**src/can_irq_params.svh**
```systemverilog
`ifndef CAN_IRQ_PARAMS_SVH
`define CAN_IRQ_PARAMS_SVH

// register indices; the bus byte address is four times the index
`define CIR_IDX_GFLAG_LO  10'h320
`define CIR_IDX_GFLAG_HI  10'h321
`define CIR_IDX_GMASK_LO  10'h322
`define CIR_IDX_GMASK_HI  10'h323
`define CIR_IDX_TXF_LO    10'h324
`define CIR_IDX_TXF_HI    10'h325
`define CIR_IDX_RXF_LO    10'h326
`define CIR_IDX_RXF_HI    10'h327
`define CIR_IDX_MBEN_LO   10'h328
`define CIR_IDX_MBEN_HI   10'h329

// global mask / flag bit positions
`define CIR_BIT_REMOTE    7
`define CIR_BIT_WAKE      6
`define CIR_BIT_RXLOST    5
`define CIR_BIT_TXABORT   4
`define CIR_BIT_STAMPOVF  3
`define CIR_BIT_BUSOFF    2
`define CIR_BIT_ERRPASS   1
`define CIR_BIT_WARNING   0

// reset values
`define CIR_RST_BYTE      8'h00
`define CIR_RST_WORD      16'h0000

// the receive-only mailbox has no transmit flag
`define CIR_RX_ONLY_MBOX  15

`endif

```
**src/can_irq_pkg.sv**
```systemverilog
package can_irq_pkg;

   // register select after address decode
   typedef enum {
      SEL_NONE,
      SEL_GFLAG_LO,
      SEL_GFLAG_HI,
      SEL_GMASK_LO,
      SEL_GMASK_HI,
      SEL_TXF_LO,
      SEL_TXF_HI,
      SEL_RXF_LO,
      SEL_RXF_HI,
      SEL_MBEN_LO,
      SEL_MBEN_HI
   } regSel_t;

   typedef logic [15:0] mboxVec_t;
   typedef logic [7:0]  gevVec_t;

endpackage

```
**src/can_interrupt_mask_flag_logic.sv**
```systemverilog
// Functional notes
// - a global flag pulses the global line only while its mask bit is 1.
// - reset clears the whole global event mask to zero.
// - mask bits 7..0: remote, wake, rx lost, tx abort, stamp ovf, bus off, passive, warning.
// - transmit and receive mailbox lines are separate from the global line.
// - mailbox enable register holds one bit per mailbox 0 to 15.
// - mailbox 15 has no transmit flag; that bit stays empty.
// - transmit flag of a receive mailbox always reads 0.
// - enabled transmit sets flag; pulse transmit line if no flag was set.
// - disabled mailbox transmit neither sets flag nor pulses.
// - with transmit flags already set, new flag sets but no pulse.
// - partial clear of transmit flags leaving some set gives new pulse.
// - write 1 clears transmit flag, write 0 leaves it.
// - receive flag of a transmit mailbox always reads 0.
// - enabled reception sets flag; pulse receive line if no flag was set.
// - disabled mailbox reception neither sets flag nor pulses.
// - with receive flags already set, new flag sets but no pulse.
// - partial clear of receive flags leaving some set gives new pulse.
// - write 1 clears receive flag, write 0 leaves it.
// - global flags set on event, cleared by write 1; same pulse rules.
//
// Added by the designer: register access over Avalon-MM.
`include "can_irq_params.svh"

module can_interrupt_mask_flag_logic #(
   parameter int NUM_MBOX = 16,
   parameter int NUM_GEV  = 8
) (
   input  wire logic                   clock,
   input  wire logic                   rst_n,
   input  wire logic [11:0]            address,
   input  wire logic                   read,
   input  wire logic                   write,
   input  wire logic [3:0]             byteenable,
   input  wire logic [31:0]            writedata,
   output logic      [31:0]            readdata,
   output logic                        waitrequest,
   input  wire can_irq_pkg::gevVec_t   globalEvent,
   input  wire can_irq_pkg::mboxVec_t  txDone,
   input  wire can_irq_pkg::mboxVec_t  rxDone,
   input  wire can_irq_pkg::mboxVec_t  mboxIsRx,
   output logic                        globalIrqLine,
   output logic                        mailboxTxIrqLine,
   output logic                        mailboxRxIrqLine
);
   import can_irq_pkg::*;

   // register map and port types are fixed; other sizes would leave bits unmapped
   if (NUM_MBOX != $bits(mboxVec_t)) begin : gen_bad_mbox
      $error("mailbox count must match the 16-bit mailbox vector");
   end
   if (NUM_GEV != $bits(gevVec_t)) begin : gen_bad_gev
      $error("global event count must match the 8-bit event vector");
   end

   // decode a byte address into a register select
   function automatic regSel_t decodeSel(input logic [11:0] a);
      regSel_t s;
      s = SEL_NONE;
      if (a[1:0] == 2'h0) begin
         case (a[11:2])
            `CIR_IDX_GFLAG_LO: s = SEL_GFLAG_LO;
            `CIR_IDX_GFLAG_HI: s = SEL_GFLAG_HI;
            `CIR_IDX_GMASK_LO: s = SEL_GMASK_LO;
            `CIR_IDX_GMASK_HI: s = SEL_GMASK_HI;
            `CIR_IDX_TXF_LO:   s = SEL_TXF_LO;
            `CIR_IDX_TXF_HI:   s = SEL_TXF_HI;
            `CIR_IDX_RXF_LO:   s = SEL_RXF_LO;
            `CIR_IDX_RXF_HI:   s = SEL_RXF_HI;
            `CIR_IDX_MBEN_LO:  s = SEL_MBEN_LO;
            `CIR_IDX_MBEN_HI:  s = SEL_MBEN_HI;
            default:           s = SEL_NONE;
         endcase
      end
      return s;
   endfunction

   // pulse on first flag of an empty group, or after a clear that leaves some set
   function automatic logic pulseNeeded(input logic [15:0] old,
                                        input logic [15:0] nxt,
                                        input logic        cleared);
      return ((old == 16'h0000) && (nxt != 16'h0000)) ||
             (cleared && (nxt != 16'h0000));
   endfunction

   logic         ack_reg;
   regSel_t      sel;
   logic         doWrite;
   logic [7:0]   wByte;
   gevVec_t      globalMask_reg;
   gevVec_t      globalFlags_reg;
   gevVec_t      globalFlags_next;
   mboxVec_t     mbEnable_reg;
   mboxVec_t     txFlags_reg;
   mboxVec_t     txFlags_next;
   mboxVec_t     rxFlags_reg;
   mboxVec_t     rxFlags_next;
   mboxVec_t     txClr;
   mboxVec_t     rxClr;
   gevVec_t      gClr;
   mboxVec_t     txSet;
   mboxVec_t     rxSet;
   logic         txCleared;
   logic         rxCleared;
   logic         gCleared;
   logic [15:0]  gEnOld;
   logic [15:0]  gEnNext;
   logic [31:0]  readdata_next;

   // one wait state on every access; the write lands on the answer edge
   assign sel         = decodeSel(address);
   assign waitrequest = (read || write) && !ack_reg;
   assign doWrite     = write && ack_reg && byteenable[0];
   assign wByte       = writedata[7:0];

   always_ff @(posedge clock or negedge rst_n) begin
      if (!rst_n) begin
         ack_reg <= 1'b0;
      end else begin
         ack_reg <= (read || write) && !ack_reg;
      end
   end

   // write-one-to-clear masks per group
   always_comb begin
      txClr = `CIR_RST_WORD;
      rxClr = `CIR_RST_WORD;
      gClr  = `CIR_RST_BYTE;
      if (doWrite) begin
         case (sel)
            SEL_TXF_LO:   txClr[7:0]  = wByte;
            SEL_TXF_HI:   txClr[15:8] = wByte;
            SEL_RXF_LO:   rxClr[7:0]  = wByte;
            SEL_RXF_HI:   rxClr[15:8] = wByte;
            SEL_GFLAG_LO: gClr        = wByte;
            default:      ;
         endcase
      end
   end

   // events only set flags of enabled mailboxes; no tx flag on mailbox 15
   always_comb begin
      txSet = txDone & mbEnable_reg;
      txSet[`CIR_RX_ONLY_MBOX] = 1'b0;
      rxSet = rxDone & mbEnable_reg;
   end

   // set beats clear so an event in the clearing cycle survives
   assign txFlags_next     = (txFlags_reg & ~txClr) | txSet;
   assign rxFlags_next     = (rxFlags_reg & ~rxClr) | rxSet;
   assign globalFlags_next = (globalFlags_reg & ~gClr) | globalEvent;

   // a clear only counts when it hits a set flag, even one that a set in the same cycle keeps
   assign txCleared = (txFlags_reg & txClr) != `CIR_RST_WORD;
   assign rxCleared = (rxFlags_reg & rxClr) != `CIR_RST_WORD;
   assign gCleared  = ((globalFlags_reg & globalMask_reg) & gClr) != `CIR_RST_BYTE;

   // only unmasked global flags take part in pulse decisions
   assign gEnOld  = {8'h00, globalFlags_reg & globalMask_reg};
   assign gEnNext = {8'h00, globalFlags_next & globalMask_reg};

   // transmit flag storage
   always_ff @(posedge clock or negedge rst_n) begin
      if (!rst_n) begin
         txFlags_reg <= `CIR_RST_WORD;
      end else begin
         txFlags_reg <= txFlags_next;
      end
   end

   // receive flag storage
   always_ff @(posedge clock or negedge rst_n) begin
      if (!rst_n) begin
         rxFlags_reg <= `CIR_RST_WORD;
      end else begin
         rxFlags_reg <= rxFlags_next;
      end
   end

   // global flag storage; flags set whatever the mask holds
   always_ff @(posedge clock or negedge rst_n) begin
      if (!rst_n) begin
         globalFlags_reg <= `CIR_RST_BYTE;
      end else begin
         globalFlags_reg <= globalFlags_next;
      end
   end

   // global mask; the high mask byte is reserved and never stored
   always_ff @(posedge clock or negedge rst_n) begin
      if (!rst_n) begin
         globalMask_reg <= `CIR_RST_BYTE;
      end else if (doWrite && sel == SEL_GMASK_LO) begin
         globalMask_reg <= wByte;
      end
   end

   // mailbox enables, one byte per register
   always_ff @(posedge clock or negedge rst_n) begin
      if (!rst_n) begin
         mbEnable_reg <= `CIR_RST_WORD;
      end else if (doWrite) begin
         case (sel)
            SEL_MBEN_LO: mbEnable_reg[7:0]  <= wByte;
            SEL_MBEN_HI: mbEnable_reg[15:8] <= wByte;
            default:     ;
         endcase
      end
   end

   // global line: one-cycle pulse decided from unmasked flags only
   always_ff @(posedge clock or negedge rst_n) begin
      if (!rst_n) begin
         globalIrqLine <= 1'b0;
      end else begin
         globalIrqLine <= pulseNeeded(gEnOld, gEnNext, gCleared);
      end
   end

   // transmit line, separate from the global line
   always_ff @(posedge clock or negedge rst_n) begin
      if (!rst_n) begin
         mailboxTxIrqLine <= 1'b0;
      end else begin
         mailboxTxIrqLine <= pulseNeeded(txFlags_reg, txFlags_next, txCleared);
      end
   end

   // receive line, separate from the global line
   always_ff @(posedge clock or negedge rst_n) begin
      if (!rst_n) begin
         mailboxRxIrqLine <= 1'b0;
      end else begin
         mailboxRxIrqLine <= pulseNeeded(rxFlags_reg, rxFlags_next, rxCleared);
      end
   end

   // read mux; flags of the wrong direction read as zero
   always_comb begin
      readdata_next = 32'h0000_0000;
      case (sel)
         SEL_GFLAG_LO: readdata_next[7:0] = globalFlags_reg;
         SEL_GMASK_LO: readdata_next[7:0] = globalMask_reg;
         SEL_TXF_LO:   readdata_next[7:0] = txFlags_reg[7:0] & ~mboxIsRx[7:0];
         SEL_TXF_HI:   readdata_next[7:0] = txFlags_reg[15:8] & ~mboxIsRx[15:8];
         SEL_RXF_LO:   readdata_next[7:0] = rxFlags_reg[7:0] & mboxIsRx[7:0];
         SEL_RXF_HI:   readdata_next[7:0] = rxFlags_reg[15:8] & mboxIsRx[15:8];
         SEL_MBEN_LO:  readdata_next[7:0] = mbEnable_reg[7:0];
         SEL_MBEN_HI:  readdata_next[7:0] = mbEnable_reg[15:8];
         default:      readdata_next = 32'h0000_0000;
      endcase
   end

   // read data captured in the wait cycle, valid on the answer edge
   always_ff @(posedge clock or negedge rst_n) begin
      if (!rst_n) begin
         readdata <= 32'h0000_0000;
      end else if (read && !ack_reg) begin
         readdata <= readdata_next;
      end
   end

   // checks
   AST_GLOBAL_MASKED: assert property (@(posedge clock) disable iff (!rst_n)
      globalIrqLine |-> (globalFlags_reg & globalMask_reg) != 8'h00)
      else $error("global pulse without an unmasked flag");

   AST_MASK_RESET: assert property (@(posedge clock)
      $rose(rst_n) |-> globalMask_reg == 8'h00)
      else $error("global mask not zero after reset");

   AST_TX15_EMPTY: assert property (@(posedge clock) disable iff (!rst_n)
      txFlags_reg[`CIR_RX_ONLY_MBOX] == 1'b0)
      else $error("transmit flag of mailbox 15 set");

   AST_TX_READ_ZERO: assert property (@(posedge clock) disable iff (!rst_n)
      (read && ack_reg && sel == SEL_TXF_LO) |->
         (readdata[7:0] & $past(mboxIsRx[7:0])) == 8'h00)
      else $error("receive mailbox shows a transmit flag");

   AST_TX_SET_PULSE: assert property (@(posedge clock) disable iff (!rst_n)
      (txFlags_reg == 16'h0000 && txSet != 16'h0000) |=>
         mailboxTxIrqLine && ((txFlags_reg & $past(txSet)) == $past(txSet)))
      else $error("enabled transmit did not set flag and pulse");

   AST_TX_DISABLED: assert property (@(posedge clock) disable iff (!rst_n)
      ##1 ((txFlags_reg & ~$past(txFlags_reg)) & ~$past(mbEnable_reg)) == 16'h0000)
      else $error("disabled mailbox set a transmit flag");

   AST_TX_NO_REPULSE: assert property (@(posedge clock) disable iff (!rst_n)
      (txFlags_reg != 16'h0000 && !txCleared) |=> !mailboxTxIrqLine)
      else $error("extra transmit pulse while flags set");

   AST_TX_REPULSE: assert property (@(posedge clock) disable iff (!rst_n)
      (txCleared && txFlags_next != 16'h0000) |=> mailboxTxIrqLine)
      else $error("no transmit pulse after partial clear");

   AST_TX_W1C: assert property (@(posedge clock) disable iff (!rst_n)
      (doWrite && sel == SEL_TXF_LO) |=>
         (txFlags_reg[7:0] & $past(wByte) & ~$past(txSet[7:0])) == 8'h00)
      else $error("write one did not clear transmit flag");

   AST_RX_SET_PULSE: assert property (@(posedge clock) disable iff (!rst_n)
      (rxFlags_reg == 16'h0000 && rxSet != 16'h0000) |=> mailboxRxIrqLine)
      else $error("enabled reception did not pulse");

   AST_RX_REPULSE: assert property (@(posedge clock) disable iff (!rst_n)
      (rxCleared && rxFlags_next != 16'h0000) |=> mailboxRxIrqLine)
      else $error("no receive pulse after partial clear");

   AST_PULSE_WIDTH: assert property (@(posedge clock) disable iff (!rst_n)
      (mailboxRxIrqLine && !rxCleared) |=> !mailboxRxIrqLine)
      else $error("receive pulse wider than one cycle");

   AST_TX_PULSE_WIDTH: assert property (@(posedge clock) disable iff (!rst_n)
      (mailboxTxIrqLine && !txCleared) |=> !mailboxTxIrqLine)
      else $error("transmit pulse wider than one cycle");

   AST_TX_SET_FLAG: assert property (@(posedge clock) disable iff (!rst_n)
      (txSet != 16'h0000) |=> (txFlags_reg & $past(txSet)) == $past(txSet))
      else $error("enabled transmit did not set its flag");

   AST_RX_DISABLED: assert property (@(posedge clock) disable iff (!rst_n)
      ##1 ((rxFlags_reg & ~$past(rxFlags_reg)) & ~$past(mbEnable_reg)) == 16'h0000)
      else $error("disabled mailbox set a receive flag");

   AST_RX_NO_REPULSE: assert property (@(posedge clock) disable iff (!rst_n)
      (rxFlags_reg != 16'h0000 && !rxCleared) |=> !mailboxRxIrqLine)
      else $error("extra receive pulse while flags set");

   AST_RX_SET_FLAG: assert property (@(posedge clock) disable iff (!rst_n)
      (rxSet != 16'h0000) |=> (rxFlags_reg & $past(rxSet)) == $past(rxSet))
      else $error("enabled reception did not set its flag");

   AST_RX_W1C: assert property (@(posedge clock) disable iff (!rst_n)
      (doWrite && sel == SEL_RXF_HI) |=>
         (rxFlags_reg[15:8] & $past(wByte) & ~$past(rxSet[15:8])) == 8'h00)
      else $error("write one did not clear receive flag");

   AST_RX_READ_ZERO: assert property (@(posedge clock) disable iff (!rst_n)
      (read && ack_reg && sel == SEL_RXF_LO) |->
         (readdata[7:0] & ~$past(mboxIsRx[7:0])) == 8'h00)
      else $error("transmit mailbox shows a receive flag");

   AST_GLOBAL_SET: assert property (@(posedge clock) disable iff (!rst_n)
      ##1 (globalFlags_reg & $past(globalEvent)) == $past(globalEvent))
      else $error("global event did not set its flag");

   AST_GLOBAL_FIRST: assert property (@(posedge clock) disable iff (!rst_n)
      (gEnOld == 16'h0000 && gEnNext != 16'h0000) |=> globalIrqLine)
      else $error("unmasked global event did not pulse");

   AST_GLOBAL_REPULSE: assert property (@(posedge clock) disable iff (!rst_n)
      (gCleared && gEnNext != 16'h0000) |=> globalIrqLine)
      else $error("no global pulse after partial clear");

   AST_GLOBAL_W1C: assert property (@(posedge clock) disable iff (!rst_n)
      (doWrite && sel == SEL_GFLAG_LO) |=>
         (globalFlags_reg & $past(wByte) & ~$past(globalEvent)) == 8'h00)
      else $error("write one did not clear global flag");

   AST_MBEN_WRITE: assert property (@(posedge clock) disable iff (!rst_n)
      (doWrite && sel == SEL_MBEN_HI) |=> mbEnable_reg[15:8] == $past(wByte))
      else $error("mailbox enable high byte not written");

   AST_TX15_READ: assert property (@(posedge clock) disable iff (!rst_n)
      (read && ack_reg && sel == SEL_TXF_HI) |-> readdata[7] == 1'b0)
      else $error("transmit flag of mailbox 15 read as set");

   AST_RESERVED_READ: assert property (@(posedge clock) disable iff (!rst_n)
      (read && ack_reg && (sel == SEL_GFLAG_HI || sel == SEL_GMASK_HI || sel == SEL_NONE)) |->
         readdata == 32'h0000_0000)
      else $error("reserved or unmapped register read not zero");

   COV_TX_FIRST: cover property (@(posedge clock) disable iff (!rst_n)
      $rose(mailboxTxIrqLine));
   COV_RX_REPULSE: cover property (@(posedge clock) disable iff (!rst_n)
      rxCleared && rxFlags_next != 16'h0000);
   COV_GLOBAL: cover property (@(posedge clock) disable iff (!rst_n)
      globalIrqLine);
   COV_TX_REPULSE: cover property (@(posedge clock) disable iff (!rst_n)
      txCleared && txFlags_next != 16'h0000);
   COV_GLOBAL_REPULSE: cover property (@(posedge clock) disable iff (!rst_n)
      gCleared && gEnNext != 16'h0000);

endmodule // can_interrupt_mask_flag_logic

```
**config.mk**
```make
export PLATFORM = sky130hd
export DESIGN_NAME = can_interrupt_mask_flag_logic
export DESIGN_NICKNAME = d
export VERILOG_FILES = /design/src/can_irq_pkg.sv /design/src/can_interrupt_mask_flag_logic.sv
export VERILOG_INCLUDE_DIRS = /design/src /design/src/src
export SDC_FILE = /design/constraint.sdc
export NUM_CORES = 1
export LEC_CHECK = 0
export ABC_AREA = 1
export BUFFER_PORTS_ARGS = -buffer_cell sky130_fd_sc_hd__buf_2
export CAP_MARGIN = 20
export CORE_ASPECT_RATIO = 0.9
export CORE_MARGIN = 1.5
export CORE_UTILIZATION = 30
export CTS_BUF_LIST = sky130_fd_sc_hd__clkbuf_16
export CTS_CLUSTER_DIAMETER = 30
export DETAILED_ROUTE_END_ITERATION = 8
export GPL_ROUTABILITY_DRIVEN = 0
export RECOVER_POWER = 100
export SETUP_SLACK_MARGIN = 0.05
export SLEW_MARGIN = 20
export SYNTH_ARGS = -nofsm -noshare
export SYNTH_HDL_FRONTEND = slang
export SYNTH_SLANG_ARGS = --single-unit
```
**constraint.sdc**
```tcl
create_clock -name clock -period 1.87 [get_ports clock]
set_input_delay 0.0935 -clock clock [delete_from_list [all_inputs] [get_ports clock]]
set_output_delay 0.0935 -clock clock [all_outputs]
set_load 0.05 [all_outputs]
```
==> impl_metrics.py, run 1 <==
metrics = {
    "pwr": {
        "p_clk_share_pct": 44.8,
        "total_power_w": 0.00385,
        "p_seq_share_pct": 43.0,
        "power.switching_w": 0.00103,
        "p_sw_share_pct": 26.7,
        "p_per_area_nw_per_um2": 608,
        "p_int_w": 0.00282,
        "combPwrFrac_pct": 12.2,
        "p_leak_nw": 3.31,
        "peakVddDrop_mv": 0.327,
    },
    "clock_tree": {
        "cts_tree": "built",
        "cts_root_buf": "clkbuf_16",
        "clock_sinks": 76,
        "cts_made_buffers": 9,
        "clk_latency_ns": 0.35,
        "cts_buffer_depth": 2,
        "htree_levels": 3,
        "clk_pin_slew_ns": 0.06,
    },
    "sta": {
        "max_freq_mhz": 557,
        "tightestPinTransition_ns": 1.12,
        "holdWs_ns": -0.00182,
        "final-max-slew-violation-count": 0,
        "fin_setup_tns_ns": 0,
        "clock-skew-final_ns": 0.00752,
        "relSlewSlack_pct": 25.5,
        "worst_slack_ns": 0.0753,
        "finalCritPeriodShare_pct": 96.0,
        "hold_viol_final": 1,
        "fin_crit_ns": 1.79,
        "setup_viol": 0,
        "rsz0062_at_grt": "yes",
    },
    "routing": {
        "via_per_inst": 4.82,
        "wl_per_cell_um": 16.5,
        "drc": 0,
        "vias": 5032,
        "route.antenna.remaining_nets": 0,
        "wl_mm": 17.2,
        "dr.pass1.iters": 5,
        "drtIter0Drc": 410,
    },
    "critical_path": {
        "startpoint_type": "register",
        "r2r-start": "ack_reg",
        "arrival_ns": 2.02,
        "r2r_slack_ns": 0.08,
        "cp.required_ns": 2.10,
        "endpoint_kind": "register",
        "path_max_fanout": 5,
        "worst-r2r-cell-count": 10,
        "worst-path-buf-inv": 2,
        "path_cells": "nand3_4, nor2_4, buf_6, inv_1, o21ai_1, nand2_1, nor2_2, nand2_1, nor2_2, a21oi_1",
        "cpPeakStageDelay_ns": 0.42,
        "crit_slowest_cell": "dfrtp_2",
        "crit_type": "reg -> reg",
        "worstReg2RegEnd": "mailboxRxIrqLine",
        "crit_family": "simple AND/OR/NAND/NOR gates",
    },
    "global_route": {
        "grtUsageTotal_pct": 21.1,
        "antenna_found_initial": 0,
        "met2_usage_pct": 33.3,
        "grt_most_used_layer": "met2",
        "use_met3_pct": 4.45,
        "grt_first_pass_wirelength_mm": 25.6,
        "grt_overflow": 0,
        "grt.met1_usage_pct": 29.0,
        "grt_pass1_vias": 4695,
        "grt_max_degree": 45,
    },
    "yosys": {
        "synthCells": 661,
        "synth-compound-area-share_pct": 11.2,
        "synth_commonest_cells": "nand2_1, dfrtp_1, inv_1, nor2_1, nand3_1",
        "synthTopCellsByArea": "dfrtp_1, nand2_1, inv_1",
        "synth_top_family_by_area": "simple AND/OR/NAND/NOR gates",
        "synth_area_leader_cell": "dfrtp_1",
        "syn_area_per_cell_um2": 7.12,
        "muxShareOfSynthArea_pct": 0,
        "ys_warn_count": 0,
        "synth-seq-cells": 76,
        "syn_area_um2": 4700,
        "synth_fa_ha_area_share_pct": 0,
        "synthFlopType": "dfrtp_1",
        "synth-xor-area-share_pct": 0,
        "synth_top_area_share_pct": 40.4,
        "yosysMostFrequentCell": "nand2_1",
        "synth_edf_count": 0,
        "synthArstFlopShare_pct": 100,
        "ys_seq_area_share_pct": 40.4,
        "synth-simple-area-share_pct": 36.6,
        "synth_cell_types": 40,
    },
    "worst_hold_path": {
        "hold_class": "in -> reg",
        "min_delay_worst_endpoint": "rxFlags_reg[5]",
        "min_from": "rxDone[5]",
        "whs_path_depth": 3,
    },
    "placed_design": {
        "placement.cell_area_um2": 5680,
        "post-dp-hpwl_mm": 13.3,
        "port_buffers": 91,
        "dpl_worst_slack_ns": -0.0875,
    },
    "status": {
        "status": "finished with violations",
        "violations": "negative hold slack",
    },
    "floorplanning": {
        "io_pins": 144,
        "start_util_pct": 30.6,
        "die_x_um": 135,
        "fp.coreArea_um2": 15400,
        "rows": 43,
        "die-area_um2": 16400,
        "die_h_um": 122,
    },
    "final_layout": {
        "fin_area_um2": 6320,
        "drive_gt1_share_pct": 24.0,
        "syn_to_final_growth_pct": 34.5,
        "diodes": 0,
        "nets": 945,
    },
    "run": {
        "drv_cap": 0,
    },
}
-- worst register-to-register path, cell delays in order (launching register included) --
cell and delay [ns]:
dfrtp_2 0.42, nand3_4 0.20, nor2_4 0.23, buf_6 0.13, inv_1 0.03, o21ai_1 0.13, nand2_1 0.11, nor2_2 0.09
nand2_1 0.09, nor2_2 0.16, a21oi_1 0.09
-- worst max path at each step --
stage / start / endpoint / cells past startpoint
after floorplan: ack_reg / mailboxTxIrqLine / 10
after global placement: ack_reg / mailboxRxIrqLine / 10
after detailed placement: ack_reg / mailboxRxIrqLine / 9
after CTS: ack_reg / mailboxRxIrqLine / 10
after global routing: ack_reg / mailboxTxIrqLine / 10
final: ack_reg / mailboxRxIrqLine / 10
-- power groups by stage --
| stage | sequential (W) | combinational (W) | clock (W) |
|---|---|---|---|
| 2_1_floorplan | 0.00168 | 0.000227 | 0 |
| 3_3_place_gp | 0.00168 | 0.000416 | 0 |
| 3_5_place_dp | 0.00168 | 0.000414 | 0 |
| 4_1_cts | 0.00165 | 0.000459 | 0.00175 |
| 5_1_grt | 0.00165 | 0.000503 | 0.00183 |
| 6_report | 0.00166 | 0.000467 | 0.00172 |
-- area by class of cell --
class,count,area (um2)
Clock buffer,9,225
Clock inverter,7,60.1
Fill cell,1679,9060
Inverter,80,302
Multi-Input combinational cell,495,2420
Sequential cell,76,1900
Tap cell,202,253
Timing Repair Buffer,175,1160
-- metrics by stage --
step                std cells  utilization (%)
global placement          996             36.9
finish                   1044             41.1
detailed placement        996             36.9
global route             1044             41.1
CTS                      1037             40.5
floorplan                 684                -
-- logic make-up after synthesis --
kind of cell	after synthesis
buf+inv	114
simple gates	386
other cells	1
compound gates	84
flops	76
-- layer usage --
metal	vias up	wire (um)
met5	-	0
met4	0	388
met3	34	1330
met2	198	7750
met1	2345	7730
li1	2455	-
-- layout by cell type (no fill, tap or decap), types with 11 or more instances in the layout --
cell type / Yosys / layout
buf_4: 26 / 49
dlygate4sd3_1: 0 / 25
a22oi_1: 13 / 12
clkbuf_1: 1 / 13
buf_2: 5 / 77
nand3_1: 47 / 49
dfrtp_1: 76 / 75
nor2_1: 66 / 56
inv_1: 72 / 73
o21ai_1: 23 / 11
o21ai_0: 19 / 30
conb_1: 1 / 24
nand2_1: 215 / 214
-- timing repair --
item                                    in CTS  in global routing
hold buffers                                25                  0
pin swaps                                    0                 16
endpoints found under the setup margin       2                  2
endpoints found under the hold margin       67                  0
setup buffers                                0                  6
gates cloned                                 0                  1
resized for setup                            5                 29
(Power assumes the default switching activity.)
==> run 2: changes to the inputs <==
--- a/config.mk
+++ b/config.mk
@@ -9,7 +9,6 @@
 export ABC_AREA = 1
 export BUFFER_PORTS_ARGS = -buffer_cell sky130_fd_sc_hd__buf_2
 export CAP_MARGIN = 20
-export CORE_ASPECT_RATIO = 0.9
 export CORE_MARGIN = 1.5
 export CORE_UTILIZATION = 30
 export CTS_BUF_LIST = sky130_fd_sc_hd__clkbuf_16
==> constraint.sdc (replaced) <==
create_clock -name clock -period 2.1 [get_ports clock]
set_input_delay 0.105 -clock clock [delete_from_list [all_inputs] [get_ports clock]]
set_output_delay 0.105 -clock clock [all_outputs]
set_load 0.05 [all_outputs]
==> impl_metrics.py, run 2 (synthesis gave the netlist of run 1 again) <==
metrics = {
    "clock_tree": {
        "cts_tree": "built",
        "cts_root_buf": "clkbuf_16",
        "clk_latency_ns": 0.34,
        "clk_pin_slew_ns": 0.06,
        "cts_buffer_depth": 2,
        "postCtsSetupBuffers": 0,
        "clock_sinks": 76,
        "cts_made_buffers": 9,
        "htree_levels": 3,
    },
    "critical_path": {
        "crit_slowest_cell": "dfrtp_1",
        "endpoint_kind": "register",
        "startpoint_type": "register",
        "worstReg2RegEnd": "mailboxTxIrqLine",
        "path_max_fanout": 9,
        "crit_type": "reg -> reg",
        "r2r_slack_ns": 0.20,
        "cp.required_ns": 2.37,
        "worst-r2r-cell-count": 8,
        "r2r-start": "ack_reg",
        "path_common_cell": "nor2_1",
        "cpPeakStageDelay_ns": 0.40,
        "path_cells": "nand3_4, nor2_2, clkbuf_1, nand3_1, o211ai_1, nand3b_1, nor2_1, nor2_1",
        "arrival_ns": 2.17,
    },
    "routing": {
        "dr.pass1.iters": 7,
        "wl_per_cell_um": 16.3,
        "drtIter0Drc": 309,
        "vias": 4794,
        "drc": 0,
        "via_per_inst": 4.79,
        "wl_mm": 16.3,
        "route.antenna.remaining_nets": 0,
    },
    "sta": {
        "fin_setup_tns_ns": 0,
        "final-max-slew-violation-count": 27,
        "rsz0062_at_grt": "no",
        "holdWs_ns": 0.00480,
        "clock-skew-final_ns": 0.00605,
        "setup_viol": 0,
        "tightestPinTransition_ns": 1.58,
        "hold_viol_final": 0,
        "worst_slack_ns": 0.196,
        "relSlewSlack_pct": -5.54,
        "fin_crit_ns": 1.90,
        "max_freq_mhz": 525,
        "finalCritPeriodShare_pct": 90.7,
    },
    "placed_design": {
        "post-dp-hpwl_mm": 13.1,
        "dpl_worst_slack_ns": 0.135,
        "port_buffers": 91,
    },
    "final_layout": {
        "nets": 893,
        "diodes": 0,
        "syn_to_final_growth_pct": 23.7,
        "drive_gt1_share_pct": 17.6,
        "final_util_pct": 38.1,
        "final_common_cell": "nand2_1",
        "layout_common_cells": "nand2_1, buf_2, dfrtp_1",
    },
    "global_route": {
        "grt_first_pass_wirelength_mm": 25.2,
        "grtUsageTotal_pct": 20.7,
        "grt_max_degree": 51,
        "grt_overflow": 0,
        "antenna_found_initial": 0,
        "grt_pass1_vias": 4744,
    },
    "pwr": {
        "total_power_w": 0.00348,
        "p_per_area_nw_per_um2": 598,
        "peakVddDrop_mv": 0.283,
        "p_leak_nw": 3.04,
    },
    "floorplanning": {
        "io_pins": 144,
        "rows": 45,
        "fp.coreArea_um2": 15300,
        "start_util_pct": 30.8,
        "die_x_um": 128,
        "die-area_um2": 16400,
        "die_h_um": 128,
    },
    "worst_hold_path": {
        "min_delay_worst_endpoint": "rxFlags_reg[0]",
        "hold_class": "in -> reg",
        "whs_path_depth": 3,
        "min_from": "rxDone[0]",
    },
    "status": {
        "status": "finished with violations",
        "violations": "max-capacitance violations, max-slew violations",
    },
    "run": {
        "drv_cap": 1,
    },
}
[run 2: changes by cell type in the layout (fill, tap and decap cells not counted), sizes merged]
cell	before	now
buf	132	96
dlygate4sd3	25	10
bufinv	1	2
inv	79	78
nand3	52	51
[run 2: final cells by class]
| cell class | instances | area, um2 |
|---|---|---|
| well taps | 211 | 264 |
| clock buffers | 9 | 225 |
| multi-input cells | 494 | 2310 |
| inverters | 80 | 302 |
| fillers | 1683 | 9440 |
| clock inverters | 7 | 82.6 |
| repair buffers | 124 | 733 |
| flip-flops and latches | 76 | 1900 |
[run 2: layer usage]
layer  part of all wire [%]  up-vias  wire [um]  global-route usage, %
li1                       -     2342          -                      -
met1                     44     2202       7160                   27.7
met2                     45      197       7370                   32.2
met3                    6.8       53       1110                   3.46
met4                    4.2        0        687                   10.9
met5                      0        -          0                      0
[run 2: stage by stage]
step / area, um2 / instances
floorplan: 4790 / 684
global placement: 5480 / 975
detailed placement: 5480 / 975
CTS: 5880 / 1001
global route: 5820 / 1001
finish: 5820 / 1001
[run 2: power breakdown]
part | internal (W) | leakage (nW) | switching [W]
Clock | 0.00103 | 0.158 | 0.000618
Sequential | 0.00147 | 1.01 | 0.00000390
Combinational | 0.0000996 | 1.87 | 0.000263
Total | 0.00259 | 3.04 | 0.000885
[run 2: repair_timing]
item	4_1_cts	5_1_grt
hold buffers	10	0
hold endpoints to repair	35	0
gates resized for setup	0	3
setup endpoints to repair	0	2
[run 2: worst max-delay path, delay by kind of cell, from the launching register on]
kind,cells,cell delay (ns)
AOI/OAI and AO/OA,1,0.11
and+or+nand+nor,6,0.97
DFF,1,0.40
buffers and inverters,1,0.35
[run 2: how the worst max path moves through the flow]
| stage | from | endpoint | slack, ns | cells past startpoint |
|---|---|---|---|---|
| floorplan | ack_reg | mailboxTxIrqLine | 0.44 | 10 |
| CTS | ack_reg | mailboxRxIrqLine | 0.12 | 9 |
| global placement | ack_reg | mailboxRxIrqLine | 0.17 | 9 |
| finish | ack_reg | mailboxTxIrqLine | 0.20 | 8 |
| detailed placement | ack_reg | mailboxRxIrqLine | 0.14 | 9 |
| global route | address[6] | globalMask_reg[1] | 0.06 | 13 |
